## src/design/ioecs_pkg.sv

```systemverilog
/*
 * constants, types and maps for the i/o expander configuration sequencer.
 * assumes 32-bit classic wishbone and 16-pin smbus i/o expanders.
 */
package ioecs_pkg;
    localparam int NUM_EXP  = 11;
    localparam int NUM_HP   = 8;
    localparam int EXP_LINK = 8;
    localparam int EXP_ACT  = 9;

    // register byte offsets
    localparam logic [7:0] OFS_ADDR_A = 8'h00;
    localparam logic [7:0] OFS_ADDR_B = 8'h04;
    localparam logic [7:0] OFS_ADDR_C = 8'h08;
    localparam logic [7:0] OFS_SLOT_L = 8'h0C;
    localparam logic [7:0] OFS_SLOT_H = 8'h10;
    localparam logic [7:0] OFS_HPCFG  = 8'h14;
    localparam logic [7:0] OFS_PINSEL = 8'h18;
    localparam logic [7:0] OFS_STATUS = 8'h1C;

    // reset values and disabled-port nibble: per port nibble {ilock, pwr_en, pwr_ind, attn}
    localparam logic [3:0]  SLOT_DFLT  = 4'h5;
    localparam logic [31:0] SLOT_RST   = {8{SLOT_DFLT}};
    localparam logic [15:0] HPCFG_RST  = 16'hFFFF;
    localparam logic [3:0]  NEG_NIBBLE = 4'h3;

    // expander register indices
    localparam logic [2:0] REG_IN_LO  = 3'h0;
    localparam logic [2:0] REG_IN_HI  = 3'h1;
    localparam logic [2:0] REG_OUT_LO = 3'h2;
    localparam logic [2:0] REG_OUT_HI = 3'h3;
    localparam logic [2:0] REG_POL_LO = 3'h4;
    localparam logic [2:0] REG_POL_HI = 3'h5;
    localparam logic [2:0] REG_DIR_LO = 3'h6;
    localparam logic [2:0] REG_DIR_HI = 3'h7;

    localparam logic [2:0] STEP_REG [8] = '{3'h2, 3'h3, 3'h4, 3'h5,
                                            3'h6, 3'h7, 3'h0, 3'h1};
    localparam logic [2:0] STEP_FIRST_ALL = 3'h0;
    localparam logic [2:0] STEP_FIRST_PG  = 3'h2;
    localparam logic [2:0] STEP_LAST_HP   = 3'h7;
    localparam logic [2:0] STEP_LAST_LINK = 3'h5;
    localparam logic [2:0] STEP_LAST_UPD  = 3'h1;

    // direction bytes, 1 = input, and the zero polarity byte
    localparam logic [7:0] DIR_HP   = 8'h0F;
    localparam logic [7:0] DIR_OUT  = 8'h00;
    localparam logic [7:0] DIR_IN   = 8'hFF;
    localparam logic [7:0] POL_NONE = 8'h00;

    // hot-plug port per expander section, PORT_NONE = reserved
    localparam logic [4:0] PORT_NONE = 5'h10;
    localparam logic [4:0] HP_LO_PORT [8] = '{5'h01, 5'h02, 5'h05, 5'h06,
                                              5'h09, 5'h0A, 5'h0D, 5'h0E};
    localparam logic [4:0] HP_HI_PORT [8] = '{5'h03, 5'h04, 5'h07, 5'h08,
                                              5'h0B, 5'h0C, 5'h0F, 5'h10};

    typedef enum logic [1:0] {
        KIND_HP   = 2'h0,
        KIND_LINK = 2'h1,
        KIND_PG   = 2'h2
    } ioecs_kind_t;

    typedef enum logic [3:0] {
        ST_IDLE  = 4'h1,
        ST_LOAD  = 4'h2,
        ST_PREP  = 4'h4,
        ST_ISSUE = 4'h8
    } ioecs_state_t;
endpackage

```

## src/design/ioecs_step_if.sv

```systemverilog
/*
 * step request and decoded operation between sequencer and planner.
 * assumes both ends sit on core_clk; the planner is combinational.
 */
`timescale 1ns/10ps
`default_nettype none
interface ioecs_step_if;
    import ioecs_pkg::*;
    ioecs_kind_t kind;
    logic        upd;
    logic [2:0]  step;
    logic [2:0]  op_first;
    logic [2:0]  op_reg;
    logic        op_read;
    logic        op_last;
    modport seq  (output kind, upd, step,
                  input  op_first, op_reg, op_read, op_last);
    modport plan (input  kind, upd, step,
                  output op_first, op_reg, op_read, op_last);
endinterface
`default_nettype wire

```

## src/design/ioecs_step_plan.sv

```systemverilog
/*
 * maps an expander kind and step number to the expander register access.
 * assumes the sequencer walks steps from op_first up to op_last.
 */
`timescale 1ns/10ps
`default_nettype none
module ioecs_step_plan
    import ioecs_pkg::*;
(
    // step port
    ioecs_step_if.plan sp
);
    logic [2:0] last;

    always_comb begin
        sp.op_first = STEP_FIRST_ALL;
        last        = STEP_LAST_HP;
        if (sp.upd) begin
            // refresh writes only the two output bytes
            last = STEP_LAST_UPD;
        end else begin
            unique case (sp.kind)
                KIND_HP: begin
                    last = STEP_LAST_HP; // see [RULE11]
                end
                KIND_LINK: begin
                    last = STEP_LAST_LINK; // see [RULE16]
                end
                KIND_PG: begin
                    sp.op_first = STEP_FIRST_PG; // see [RULE17]
                end
                default: begin
                    last = STEP_LAST_UPD;
                end
            endcase
        end
        sp.op_reg  = STEP_REG[sp.step]; // see [RULE12]
        sp.op_read = (sp.op_reg == REG_IN_LO) ||
                     (sp.op_reg == REG_IN_HI); // see [RULE15]
        sp.op_last = (sp.step == last);
    end
endmodule
`default_nettype wire

```

## src/design/ioecs_top.sv

```systemverilog
/*
 * i/o expander configuration sequencer: wishbone registers, expander
 * output computation and a one-at-a-time smbus transaction sequencer.
 * assumes an smbus master engine on core_clk that takes txn_req and
 * answers with a one-cycle txn_done; all inputs are on core_clk.
 */
// Added by the designer: the register offsets and the Wishbone register port.
// Function
// [RULE1] software or eeprom writes every present expander's bus address
// [RULE2] address fields 0-3, 4-7, 8-10 live in three registers
// [RULE3] no expander transaction starts before eeprom load is done
// [RULE4] writing an address field starts that expander's configuration
// [RULE5] disabled or absent ports get inactive output levels
// [RULE6] attention indicator bit 4 defaults to 1, off
// [RULE7] power indicator bit 5 defaults to 0, on
// [RULE8] power enable bit 6 defaults to 1, on
// [RULE9] interlock bit 7 defaults to 0, off
// [RULE10] sent output levels follow slot and hot-plug config registers
// [RULE11] hot-plug expanders 0-7 run a fixed register sequence
// [RULE12] write output registers 2 then 3 first
// [RULE13] then write zero to polarity registers 4 and 5
// [RULE14] then write direction registers 6 and 7
// [RULE15] finally read input registers 0 and 1
// [RULE16] expanders 8,9: status to 2,3, zero 4,5, all outputs
// [RULE17] expander 10: zero 4,5, all inputs, then read 0,1
// [RULE18] enabled expander differing from internal state is rewritten
// [RULE19] led outputs active low, hot-plug outputs not inverted
// [RULE20] writes are write-byte, reads read-byte, register as command
// [RULE21] one expander sequence and one transaction at a time
`timescale 1ns/10ps
`default_nettype none
module ioecs_top
    import ioecs_pkg::*;
(
    // clock, enable, reset
    input  wire logic        core_clk,
    input  wire logic        ce,
    input  wire logic        rst,
    // wishbone slave
    input  wire logic        wb_cyc_i,
    input  wire logic        wb_stb_i,
    input  wire logic        wb_we_i,
    input  wire logic [7:0]  wb_adr_i,
    input  wire logic [3:0]  wb_sel_i,
    input  wire logic [31:0] wb_dat_i,
    output logic      [31:0] wb_dat_o,
    output logic             wb_ack_o,
    // switch state
    input  wire logic        eeprom_done,
    input  wire logic [15:0] port_present,
    input  wire logic [15:0] link_up,
    input  wire logic [15:0] link_active,
    // smbus master transaction port
    output logic             txn_req,
    output logic      [6:0]  txn_addr,
    output logic      [7:0]  txn_cmd,
    output logic      [7:0]  txn_wdata,
    output logic             txn_read,
    input  wire logic        txn_done,
    input  wire logic [7:0]  txn_rdata
);
    // bus-side state
    logic [7:0]   addr_reg [NUM_EXP];
    logic [7:0]   addr_next [NUM_EXP];
    logic [31:0]  slot_lo_reg, slot_lo_next;
    logic [31:0]  slot_hi_reg, slot_hi_next;
    logic [15:0]  hpcfg_reg, hpcfg_next;
    logic [3:0]   sel_reg, sel_next;
    logic         ack_reg, ack_next;
    logic [31:0]  dat_reg, dat_next;
    logic [10:0]  pend_set;
    // sequencer state
    ioecs_state_t state_reg, state_next;
    logic [3:0]   cur_reg, cur_next;
    logic [2:0]   step_reg, step_next;
    logic         upd_reg, upd_next;
    logic [10:0]  pend_reg, pend_next;
    logic [10:0]  cfgd_reg, cfgd_next;
    logic [15:0]  mirror_reg [NUM_EXP];
    logic [15:0]  mirror_next [NUM_EXP];
    logic [15:0]  pins_reg [NUM_EXP];
    logic [15:0]  pins_next [NUM_EXP];
    logic         req_reg, req_next;
    logic [6:0]   taddr_reg, taddr_next;
    logic [7:0]   tcmd_reg, tcmd_next;
    logic [7:0]   twd_reg, twd_next;
    logic         trd_reg, trd_next;
    // derived
    logic [15:0]  want [NUM_EXP];
    logic [10:0]  conflict;
    logic [15:0]  port_en;
    logic [63:0]  slot_all;
    logic         hit;

    ioecs_step_if sp ();
    ioecs_step_plan u_plan (.sp(sp));

    assign wb_dat_o  = dat_reg;
    assign wb_ack_o  = ack_reg;
    assign txn_req   = req_reg;
    assign txn_addr  = taddr_reg;
    assign txn_cmd   = tcmd_reg;
    assign txn_wdata = twd_reg;
    assign txn_read  = trd_reg;

    assign port_en  = hpcfg_reg & port_present; // see [RULE5]
    assign slot_all = {slot_hi_reg, slot_lo_reg};
    assign hit      = wb_cyc_i & wb_stb_i & ~ack_reg;

    function automatic logic [3:0] hp_nib(input logic [4:0]  p,
                                          input logic [63:0] s,
                                          input logic [15:0] en);
        if (p == PORT_NONE || !en[p[3:0]]) begin
            return NEG_NIBBLE; // see [RULE5]
        end
        return s[{p[3:0], 2'b00} +: 4]; // see [RULE10]
    endfunction

    function automatic logic [31:0] merge(input logic [31:0] old,
                                          input logic [31:0] d,
                                          input logic [3:0]  be);
        logic [31:0] r;
        r = old;
        for (int i = 0; i < 4; i++) begin
            if (be[i]) begin
                r[i*8 +: 8] = d[i*8 +: 8];
            end
        end
        return r;
    endfunction

    // output levels each expander should show; on hot-plug expanders bits 0-3 and 8-11 are inputs
    for (genvar e = 0; e < NUM_EXP; e++) begin : g_want
        if (e < NUM_HP) begin : g_hp
            // hot-plug levels pass through uninverted, see [RULE19]
            assign want[e] = {hp_nib(HP_HI_PORT[e], slot_all, port_en),
                              4'h0,
                              hp_nib(HP_LO_PORT[e], slot_all, port_en),
                              4'h0};
        end else if (e == EXP_LINK) begin : g_link
            assign want[e] = ~(link_up & port_en); // see [RULE19]
        end else if (e == EXP_ACT) begin : g_act
            assign want[e] = ~(link_active & port_en); // see [RULE19]
        end else begin : g_pg
            assign want[e] = 16'h0000;
        end
        assign conflict[e] = cfgd_reg[e] &&
                             (mirror_reg[e] != want[e]); // see [RULE18]
    end

    // register bus
    always_comb begin
        logic [31:0] a;
        logic [31:0] b;
        logic [31:0] c;
        logic [31:0] h;
        a = {addr_reg[3], addr_reg[2], addr_reg[1], addr_reg[0]};
        h = merge({16'h0000, hpcfg_reg}, wb_dat_i, wb_sel_i);
        b = {addr_reg[7], addr_reg[6], addr_reg[5], addr_reg[4]};
        c = {8'h00, addr_reg[10], addr_reg[9], addr_reg[8]};
        for (int i = 0; i < NUM_EXP; i++) begin
            addr_next[i] = addr_reg[i];
        end
        slot_lo_next = slot_lo_reg;
        slot_hi_next = slot_hi_reg;
        hpcfg_next   = hpcfg_reg;
        sel_next     = sel_reg;
        pend_set     = 11'h000;
        ack_next     = hit;
        dat_next     = dat_reg;
        if (hit && wb_we_i) begin
            unique case ({wb_adr_i[7:2], 2'b00})
                OFS_ADDR_A, OFS_ADDR_B, OFS_ADDR_C: begin
                    // each byte lane is one expander's field, except lane 3 of the third register, see [RULE2]
                    for (int l = 0; l < 4; l++) begin
                        for (int r = 0; r < 3; r++) begin
                            if (wb_sel_i[l] && (r * 4 + l < NUM_EXP) &&
                                wb_adr_i[3:2] == r[1:0]) begin
                                addr_next[r*4+l] = wb_dat_i[l*8 +: 8];
                                pend_set[r*4+l]  = 1'b1; // see [RULE4]
                            end
                        end
                    end
                end
                OFS_SLOT_L: slot_lo_next = merge(slot_lo_reg, wb_dat_i,
                                                 wb_sel_i);
                OFS_SLOT_H: slot_hi_next = merge(slot_hi_reg, wb_dat_i,
                                                 wb_sel_i);
                OFS_HPCFG: hpcfg_next = h[15:0];
                OFS_PINSEL: if (wb_sel_i[0]) sel_next = wb_dat_i[3:0];
                default: ;
            endcase
        end
        if (hit && !wb_we_i) begin
            unique case ({wb_adr_i[7:2], 2'b00})
                OFS_ADDR_A: dat_next = a;
                OFS_ADDR_B: dat_next = b;
                OFS_ADDR_C: dat_next = c;
                OFS_SLOT_L: dat_next = slot_lo_reg;
                OFS_SLOT_H: dat_next = slot_hi_reg;
                OFS_HPCFG:  dat_next = {16'h0000, hpcfg_reg};
                OFS_PINSEL: dat_next = {(sel_reg < 4'hB) ?
                                        pins_reg[sel_reg] : 16'h0000,
                                        12'h000, sel_reg};
                OFS_STATUS: dat_next = {9'h000, state_reg != ST_IDLE,
                                        cfgd_reg, pend_reg};
                default:    dat_next = 32'h0000_0000;
            endcase
        end
    end

    always_ff @(posedge core_clk or posedge rst) begin
        if (rst) begin
            for (int i = 0; i < NUM_EXP; i++) begin
                addr_reg[i] <= 8'h00;
            end
            slot_lo_reg <= SLOT_RST; // see [RULE6] [RULE7] [RULE8] [RULE9]
            slot_hi_reg <= SLOT_RST;
            hpcfg_reg   <= HPCFG_RST;
            sel_reg     <= 4'h0;
            ack_reg     <= 1'b0;
            dat_reg     <= 32'h0000_0000;
        end else if (ce) begin
            for (int i = 0; i < NUM_EXP; i++) begin
                addr_reg[i] <= addr_next[i];
            end
            slot_lo_reg <= slot_lo_next;
            slot_hi_reg <= slot_hi_next;
            hpcfg_reg   <= hpcfg_next;
            sel_reg     <= sel_next;
            ack_reg     <= ack_next;
            dat_reg     <= dat_next;
        end
    end

    // sequencer
    assign sp.kind = (cur_reg < 4'h8) ? KIND_HP :
                     (cur_reg < 4'hA) ? KIND_LINK : KIND_PG;
    assign sp.upd  = upd_reg;
    assign sp.step = step_reg;

    always_comb begin
        state_next = state_reg;
        cur_next   = cur_reg;
        step_next  = step_reg;
        upd_next   = upd_reg;
        pend_next  = pend_reg | pend_set;
        cfgd_next  = cfgd_reg;
        req_next   = req_reg;
        taddr_next = taddr_reg;
        tcmd_next  = tcmd_reg;
        twd_next   = twd_reg;
        trd_next   = trd_reg;
        for (int i = 0; i < NUM_EXP; i++) begin
            mirror_next[i] = mirror_reg[i];
            pins_next[i]   = pins_reg[i];
        end
        unique case (state_reg)
            ST_IDLE: begin
                // full configurations win over refreshes, see [RULE21]
                if (eeprom_done && (pend_reg != 11'h000)) begin // see [RULE3]
                    for (int i = NUM_EXP - 1; i >= 0; i--) begin
                        if (pend_reg[i]) cur_next = i[3:0];
                    end
                    upd_next   = 1'b0;
                    state_next = ST_LOAD;
                end else if (eeprom_done && (conflict != 11'h000)) begin
                    for (int i = NUM_EXP - 1; i >= 0; i--) begin
                        if (conflict[i]) cur_next = i[3:0]; // see [RULE18]
                    end
                    upd_next   = 1'b1;
                    state_next = ST_LOAD;
                end
            end
            ST_LOAD: begin
                // a rewrite during the run sets the bit again: set wins
                pend_next[cur_reg] = pend_set[cur_reg];
                cfgd_next[cur_reg] = 1'b0;
                step_next  = sp.op_first;
                state_next = ST_PREP;
            end
            ST_PREP: begin
                taddr_next = addr_reg[cur_reg][6:0]; // see [RULE20]
                tcmd_next  = {5'h00, sp.op_reg};     // see [RULE20]
                trd_next   = sp.op_read;
                unique case (sp.op_reg)
                    REG_OUT_LO: twd_next = want[cur_reg][7:0];  // see [RULE12]
                    REG_OUT_HI: twd_next = want[cur_reg][15:8]; // see [RULE12]
                    REG_POL_LO, REG_POL_HI: twd_next = POL_NONE; // see [RULE13]
                    REG_DIR_LO, REG_DIR_HI: begin
                        unique case (sp.kind)
                            KIND_HP:   twd_next = DIR_HP;  // see [RULE14]
                            KIND_LINK: twd_next = DIR_OUT; // see [RULE16]
                            default:   twd_next = DIR_IN;  // see [RULE17]
                        endcase
                    end
                    default: twd_next = 8'h00;
                endcase
                req_next   = 1'b1;
                state_next = ST_ISSUE;
            end
            ST_ISSUE: begin
                if (txn_done) begin
                    req_next = 1'b0;
                    if (trd_reg) begin
                        pins_next[cur_reg][tcmd_reg[0]*8 +: 8] =
                            txn_rdata; // see [RULE15]
                    end else if (tcmd_reg[2:0] == REG_OUT_LO) begin
                        mirror_next[cur_reg][7:0] = twd_reg;
                    end else if (tcmd_reg[2:0] == REG_OUT_HI) begin
                        mirror_next[cur_reg][15:8] = twd_reg;
                    end
                    if (sp.op_last) begin
                        cfgd_next[cur_reg] = 1'b1;
                        state_next = ST_IDLE;
                    end else begin
                        step_next  = step_reg + 3'h1;
                        state_next = ST_PREP;
                    end
                end
            end
        endcase
    end

    always_ff @(posedge core_clk or posedge rst) begin
        if (rst) begin
            state_reg <= ST_IDLE;
            cur_reg   <= 4'h0;
            step_reg  <= 3'h0;
            upd_reg   <= 1'b0;
            pend_reg  <= 11'h000;
            cfgd_reg  <= 11'h000;
            req_reg   <= 1'b0;
            taddr_reg <= 7'h00;
            tcmd_reg  <= 8'h00;
            twd_reg   <= 8'h00;
            trd_reg   <= 1'b0;
            for (int i = 0; i < NUM_EXP; i++) begin
                mirror_reg[i] <= 16'h0000;
                pins_reg[i]   <= 16'h0000;
            end
        end else if (ce) begin
            state_reg <= state_next;
            cur_reg   <= cur_next;
            step_reg  <= step_next;
            upd_reg   <= upd_next;
            pend_reg  <= pend_next;
            cfgd_reg  <= cfgd_next;
            req_reg   <= req_next;
            taddr_reg <= taddr_next;
            tcmd_reg  <= tcmd_next;
            twd_reg   <= twd_next;
            trd_reg   <= trd_next;
            for (int i = 0; i < NUM_EXP; i++) begin
                mirror_reg[i] <= mirror_next[i];
                pins_reg[i]   <= pins_next[i];
            end
        end
    end
endmodule
`default_nettype wire

```

## config.mk

```make
export PLATFORM = sky130hd
export DESIGN_NAME = ioecs_top
export DESIGN_NICKNAME = d
export VERILOG_FILES = /design/src/design/ioecs_pkg.sv /design/src/design/ioecs_step_if.sv /design/src/design/ioecs_step_plan.sv /design/src/design/ioecs_top.sv
export SDC_FILE = /design/constraint.sdc
export NUM_CORES = 1
export LEC_CHECK = 0
export BUFFER_PORTS_ARGS = -buffer_cell sky130_fd_sc_hd__buf_2
export CAP_MARGIN = 20
export CORE_MARGIN = 5
export CORE_UTILIZATION = 31
export DETAILED_ROUTE_END_ITERATION = 8
export PLACE_DENSITY = 0.45
export SETUP_SLACK_MARGIN = 0.02
export SYNTH_ARGS = -nofsm -noshare
export SYNTH_HDL_FRONTEND = slang
export SYNTH_SLANG_ARGS = --single-unit
```

## constraint.sdc

```tcl
create_clock -name core_clk -period 20 [get_ports core_clk]
set_clock_uncertainty 0.05 [all_clocks]
set_input_delay 2 -clock core_clk [delete_from_list [all_inputs] [get_ports core_clk]]
set_output_delay 2 -clock core_clk [all_outputs]
set_load 0.05 [all_outputs]
```

# [After elaboration in Yosys (flattened, before gate mapping)]
# Memories as Yosys holds them, arrays and structs flattened.
# Cells that the tools add are included.
[word_totals] reg_bits=611 romBits=24 input_bits=108 out_inout_bits=58 wordCells=308 n_memories=1
[memory_table] name="(name not given)" words=8 word_bits=3 rd=1 rd_ports_with_merged_regs=0 write_ports=0 line_no="ioecs_step_plan.sv:37" text="sp.op_reg = STEP_REG[sp.step];"
[op_classes] n_addsub=2 order_cmp=9 eq_ne=39 shifts=2 muxes=105 bitwise_logic=16 reduce_logical=77
[op_table] cell="176-bit bitwise mux" count=3
[op_table] cell="176-bit two-way mux" count=2
[op_table] cell="32-bit case mux with 8 select lines" count=1
[op_table] cell="16-bit demux with 4-bit select" count=3
[op_table] cell="4-bit two-way mux" count=42
[op_table] cell="16-bit inequality test" count=9
[op_table] cell="16-bit binary-select mux with 4-bit select" count=2
[op_table] cell="16-bit two-way mux" count=7
[op_table] cell="4-bit AND reduction" count=25
[op_table] cell="11-bit two-way mux" count=5
[op_table] cell="16-bit bitwise AND" count=3
[op_table] cell="4-bit negation with 34-bit output" count=1
[op_table] cell="8-bit by 34-bit variable shift with 16-bit output (first input constant)" count=1
[op_table] cell="8-bit by 34-bit indexed part select with 16-bit output" count=1
[op_table] cell="8-bit binary-select mux with 4-bit select" count=1
[op_table] cell="16-bit NOT" count=2
[op_table] cell="1-bit logical AND" count=28
[op_table] cell="6-bit by 3-bit == test with 1-bit output (second input constant)" count=4
[op_table] cell="8-bit case mux with 3 select lines" count=1
[op_table] cell="11-bit bitwise OR" count=2
[op_table] cell="11-bit case mux with 2 select lines" count=1
[op_table] cell="11-bit nonzero test" count=2
[op_table] cell="3-bit two-way mux" count=7
[op_table] cell="1-bit two-way mux" count=16
[op_table] cell="53 further kinds" count=81

# [Logic depth before layout (Yosys ltp)]
[depth] word_depth=17 depth_mapped=12 depth_no_buf=9

# [Hierarchy]
# A second synthesis with hierarchy kept.
[unflattened] hier_cells=2461 hier_area_um2=30033.8
[by_module_without_submodules] mod="ioecs_top" n_inst=1 cells_each=2446 area_each_um2=29937.5 seq_area_each_um2=15351.0
[by_module_without_submodules] mod="ioecs_step_plan" n_inst=1 cells_each=15 area_each_um2=96.3 seq_area_each_um2=0.0

# [Worst setup path before layout]
# OpenSTA, ideal clock, no wires.
[synth_path] kind="input port to flip-flop" startpoint="input port_present[11]" endpoint="register cur_reg[2]" setup_time_ps=125 t_arrival_ps=4233 required_time_ps=19825 slack_ps=15592 stages=9 path_buffers=1 path_cell_list="and2_1 -> clkbuf_1 -> o21ai_1 -> a32oi_1 -> o41ai_1 -> nand4_2 -> or4_4 -> nand4_4 -> mux2_2"
[synth_between] elab_chain_len=17 elab_cells_between_ends=29 cone_classes="eq/ne: 3; mux: 13; bitwise: 5; reduce/logical: 8"
[synth_lines] item="start, declared" line_no="ioecs_top.sv:50" text="input wire logic [15:0] port_present,"
[synth_lines] item="16-bit bitwise AND (*)" line_no="ioecs_top.sv:106" text="assign port_en = hpcfg_reg & port_present;"
[synth_lines] item="16-bit bitwise AND" line_no="ioecs_top.sv:143" text="assign want[e] = ~(link_active & port_en);"
[synth_lines] item="16-bit NOT" line_no="ioecs_top.sv:143"
[synth_lines] item="16-bit inequality test" line_no="ioecs_top.sv:148" text="(mirror_reg[e] != want[e]);"
[synth_lines] item="1-bit logical AND" line_no="ioecs_top.sv:147" text="assign conflict[e] = cfgd_reg[e] &&"
[synth_lines] item="4-bit two-way mux (10 in a row)" line_no="ioecs_top.sv:269" text="if (conflict[i]) cur_next = i[3:0];"
[synth_lines] item="4-bit two-way mux" line_no="ioecs_top.sv:267" text="end else if (eeprom_done && (conflict != 11'h000)) begin"
[synth_lines] item="4-bit two-way mux" line_no="ioecs_top.sv:261" text="if (eeprom_done && (pend_reg != 11'h000)) begin"
[synth_lines] item="end signal, assigned" line_no="ioecs_top.sv:344" text="cur_reg <= cur_next;"
[synth_lines] item="end, declared" line_no="ioecs_top.sv:74" text="logic [3:0] cur_reg, cur_next;"
# Mark *: on every way between the ends. The rest lies on a longest branch, timed or not. The select of a mux whose other input is x is not followed.
# A chain may end at the register's enable or synchronous reset.

# [Worst setup path in the final report]
[layout_path] startpoint="input port_present[9]" endpoint="register cur_reg[3]"
# Same word-level chain as after synthesis.

==> summary.md <==
| Metric | Value |
|---|---|
| Status | finished clean |
| Placer Congestion | around 0.96 |
| Post-cts resize count | 0 |
| Root Buffer | clkbuf_16 |
| Synth Flop Type | dfrtp_1 |
| Seq cells post-synth | ~610 |
| H-tree depth | 3 |
| Async SR Flop Fraction | 100.0% |
| Hold_buf cts | 0 |
| Seq pwr share | between 40% and 50% |
| Hold_sp | txn_req |
| Int Power | between 2 and 2.5 mW |
| Cell Rows | roughly 110 |
| Synth warn | 0 |
| Num CTS Buffers | 71 |
| CP max FO | 7 |
| Tightest Pin Transition | 1.209 ns |
| Antenna viol nets, final | 0 |
| TNS Setup | 0 ns |
| CORE AREA | 96280 sq um |
| Clk_lat worst skew | between 0.6 and 0.7 ns |
| Synth-to-layout area growth | 16.76% |
| Vias per cell | 5.677 |
| Netlist cell types | between 80 and 90 |
| Worst R2R Setup Slack | 15.90 ns |
| Die Span X | between 300 and 400 um |
| Via count | between 20000 and 25000 |
| Clock transition at the registers of the reported paths | ~0.060 ns |
| Max-Cap Viols | 0 |
| Area leader, netlist | dfrtp_1 |
| Clock share of power | a little over two fifths |
| # IOs | between 150 and 200 |
| Startpoint types | input port |
| First-pass GRT wire length | 167400 um |
| Final Hold Vio Count | 0 |
| Fillers | between 9000 and 10000 |
| Adder-Cell Fraction of Synth Area | less than 1% |
| CTS sink cnt | 611 |
| Max-slew violations | 0 |
| Sw power | between 1 and 1.5 mW |
| Starting Density | 31.09% |
| Syn Area/Cell | between 10 and 15 sq um |
| Critical path endpoint category | flop |
| Worst Hold Class | flop to flop |
| RSZ-0062 raised after global routing | false |
| Total GRT Usage | between 20 and 25% |
| Most frequent cells after synthesis | dfrtp_1 (562), mux2_2 (321), mux2_1 (198) |
| WL final | 116800 um |
| Post-Synth Simple-Gate Area | under 10% |
| Slew margin rel. | a little under a fifth |
| Hold endpoint | txn_req |
| Multiplexer area fraction after synthesis | between 20% and 30% |
| Bufs on Longest Clock Path | 3 |
| Synth area leaders | dfrtp_1 (47%), mux2_2 (12%), mux2_1 (7.4%) |
| 1st-pass router iterations | 6 |
| Count leader, synth | dfrtp_1 |
| Number of flops mapped to enable cells by yosys | 0 |
| Initial antenna violation count | 16 |
| Min-Delay Path Depth | 2 |
| DRT iter0 DRCs | 2200 |
| Max Clock Freq | roughly 210 MHz |
| Reg-to-reg endpoint | pins_reg[137] |
| Wire per inst | slightly below 30 um |
| Worst r2r path cells | 6 |
| Combinational group share of total power | 15.9% |
| Die Y | ~320 um |
| Top cell type's share of synthesized area | between 40% and 50% |
| Sw frac | 31.37% |
| Largest family of logic cells by synthesized area | multiplexers |
| Xor and xnor area share after synthesis | between 1 and 1.5% |
| Crit Path Category | input port to flop |
| PwrDens | about 92 nW/um^2 |
| # setup viols final | 0 |
| R2R Path Start | cur_reg[1] |
| CP arrival | roughly 5 ns |
| Die Area | about 100000 sq um |
| Pin count of the biggest net entering global routing | approximately 190 |
| Register area share after synthesis | approximately 51% |
| # Post-CTS Setup Buffers | 0 |
| Tcrit/Tclk final | a little under a quarter |
| Synthesized area | 29940 sq um |
| GRT overflow | 0 |
| Synthesized instance count | 2488 |
| CTS tree | built |
| Compound-Gate Fraction of Synth Area | a little over a tenth |
| Detailed-route DRC error count | 0 |
| # nets final | roughly 2800 |
| Hpwl dp | ~85000 um |
| Layout cells sized above 1 | between 20% and 30% |
| WP data required | 20.46 ns |
| Vias in the first global route | between 20000 and 25000 |
| Port bufs | approximately 160 |
| Tmin final | approximately 4.7 ns |
| Final Util | a little over a third |
| Worst vdd ir | 0.06190 mV |
| Pleak | ~16 nW |
-- worst max path at each step --
stage	startpoint	to	slack [ns]
2_1_floorplan	rst	async pin	0.92
3_3_place_gp	ce	mirror_reg[109]	14.75
3_5_place_dp	port_present[9]	cur_reg[3]	14.80
4_1_cts	ce	mirror_reg[106]	15.46
5_1_grt	ce	mirror_reg[106]	15.35
6_report	port_present[9]	cur_reg[3]	15.31
-- through the flow --
stage,area (sq um),setup slack [ns],instances,power [mW],hold WS (ns)
floorplan,29950,0.9243,2492,1.638,0.4032
global placement,32320,14.75,3844,1.871,0.4150
detailed placement,32350,14.80,3847,1.876,0.4173
CTS,34820,15.46,3977,3.253,0.4312
global route,34940,15.35,3984,3.342,0.4485
finish,34950,15.31,3990,3.228,0.4275
-- area by class of cell --
class / count / area (sq um) / area share, %
well taps: 1276 / 1597 / 4.568
repair buffers: 225 / 1378 / 3.941
clock inverters: 35 / 437.9 / 1.253
diodes: 6 / 15.01 / 0.04296
flip-flops and latches: 611 / 15360 / 43.94
multi-input cells: 1677 / 13890 / 39.73
inverters: 65 / 251.5 / 0.7195
clock buffers: 95 / 2029 / 5.806
-- cells in the final DEF (no fill, tap or decap), drive strengths merged, types with 23 or more instances in the layout --
cell / synthesis / layout
xnor2: 25 / 25
mux4: 47 / 47
clkbuf: 112 / 95
nor4: 35 / 35
o22ai: 24 / 24
nand4: 41 / 41
a22oi: 78 / 78
dfstp: 49 / 49
a211oi: 23 / 23
nor3: 26 / 26
nand2: 173 / 173
a21oi: 57 / 57
mux2i: 56 / 56
dfrtp: 562 / 562
inv: 64 / 67
clkinv: 1 / 25
nand3: 66 / 66
nor2: 99 / 99
o21ai: 117 / 117
a31oi: 35 / 35
buf: 26 / 225
mux2: 519 / 519
-- critical path, stage by stage --
cell     delay, ns
buf_2         0.15
and4_1        0.19
nor4_1        0.43
nand4_1       0.19
o31ai_1       0.78
a21bo_2       0.33
or4_4         0.56
nand4_4       0.18
mux2_1        0.34
-- kinds of logic (layout without fill, tap and decap cells) --
family / after synthesis / in the layout
mux: 622 / 622
flops: 611 / 611
simple gates: 535 / 535
compound gates: 465 / 465
buf+inv: 204 / 420
xor+xnor: 46 / 46
fa+ha+maj: 4 / 4
other cells: 1 / 11
-- power groups by stage --
stage	Clock [mW]	Sequential, mW	Combinational [mW]
after floorplan	0	1.40	0.235
after global placement	0	1.37	0.503
after detailed placement	0	1.37	0.507
after CTS	1.40	1.35	0.508
after global routing	1.45	1.35	0.540
final	1.37	1.35	0.512
-- per-layer routing --
metal | track usage [%] | vias to the layer above | share of wire [%]
li1 | - | 9647 | -
met1 | 30.58 | 11890 | 44
met2 | 35.99 | 915 | 47
met3 | 4.575 | 183 | 7.2
met4 | 5.001 | 14 | 2.5
met5 | 0 | - | 0.088
Note: power is estimated with default switching activity, not from simulation.
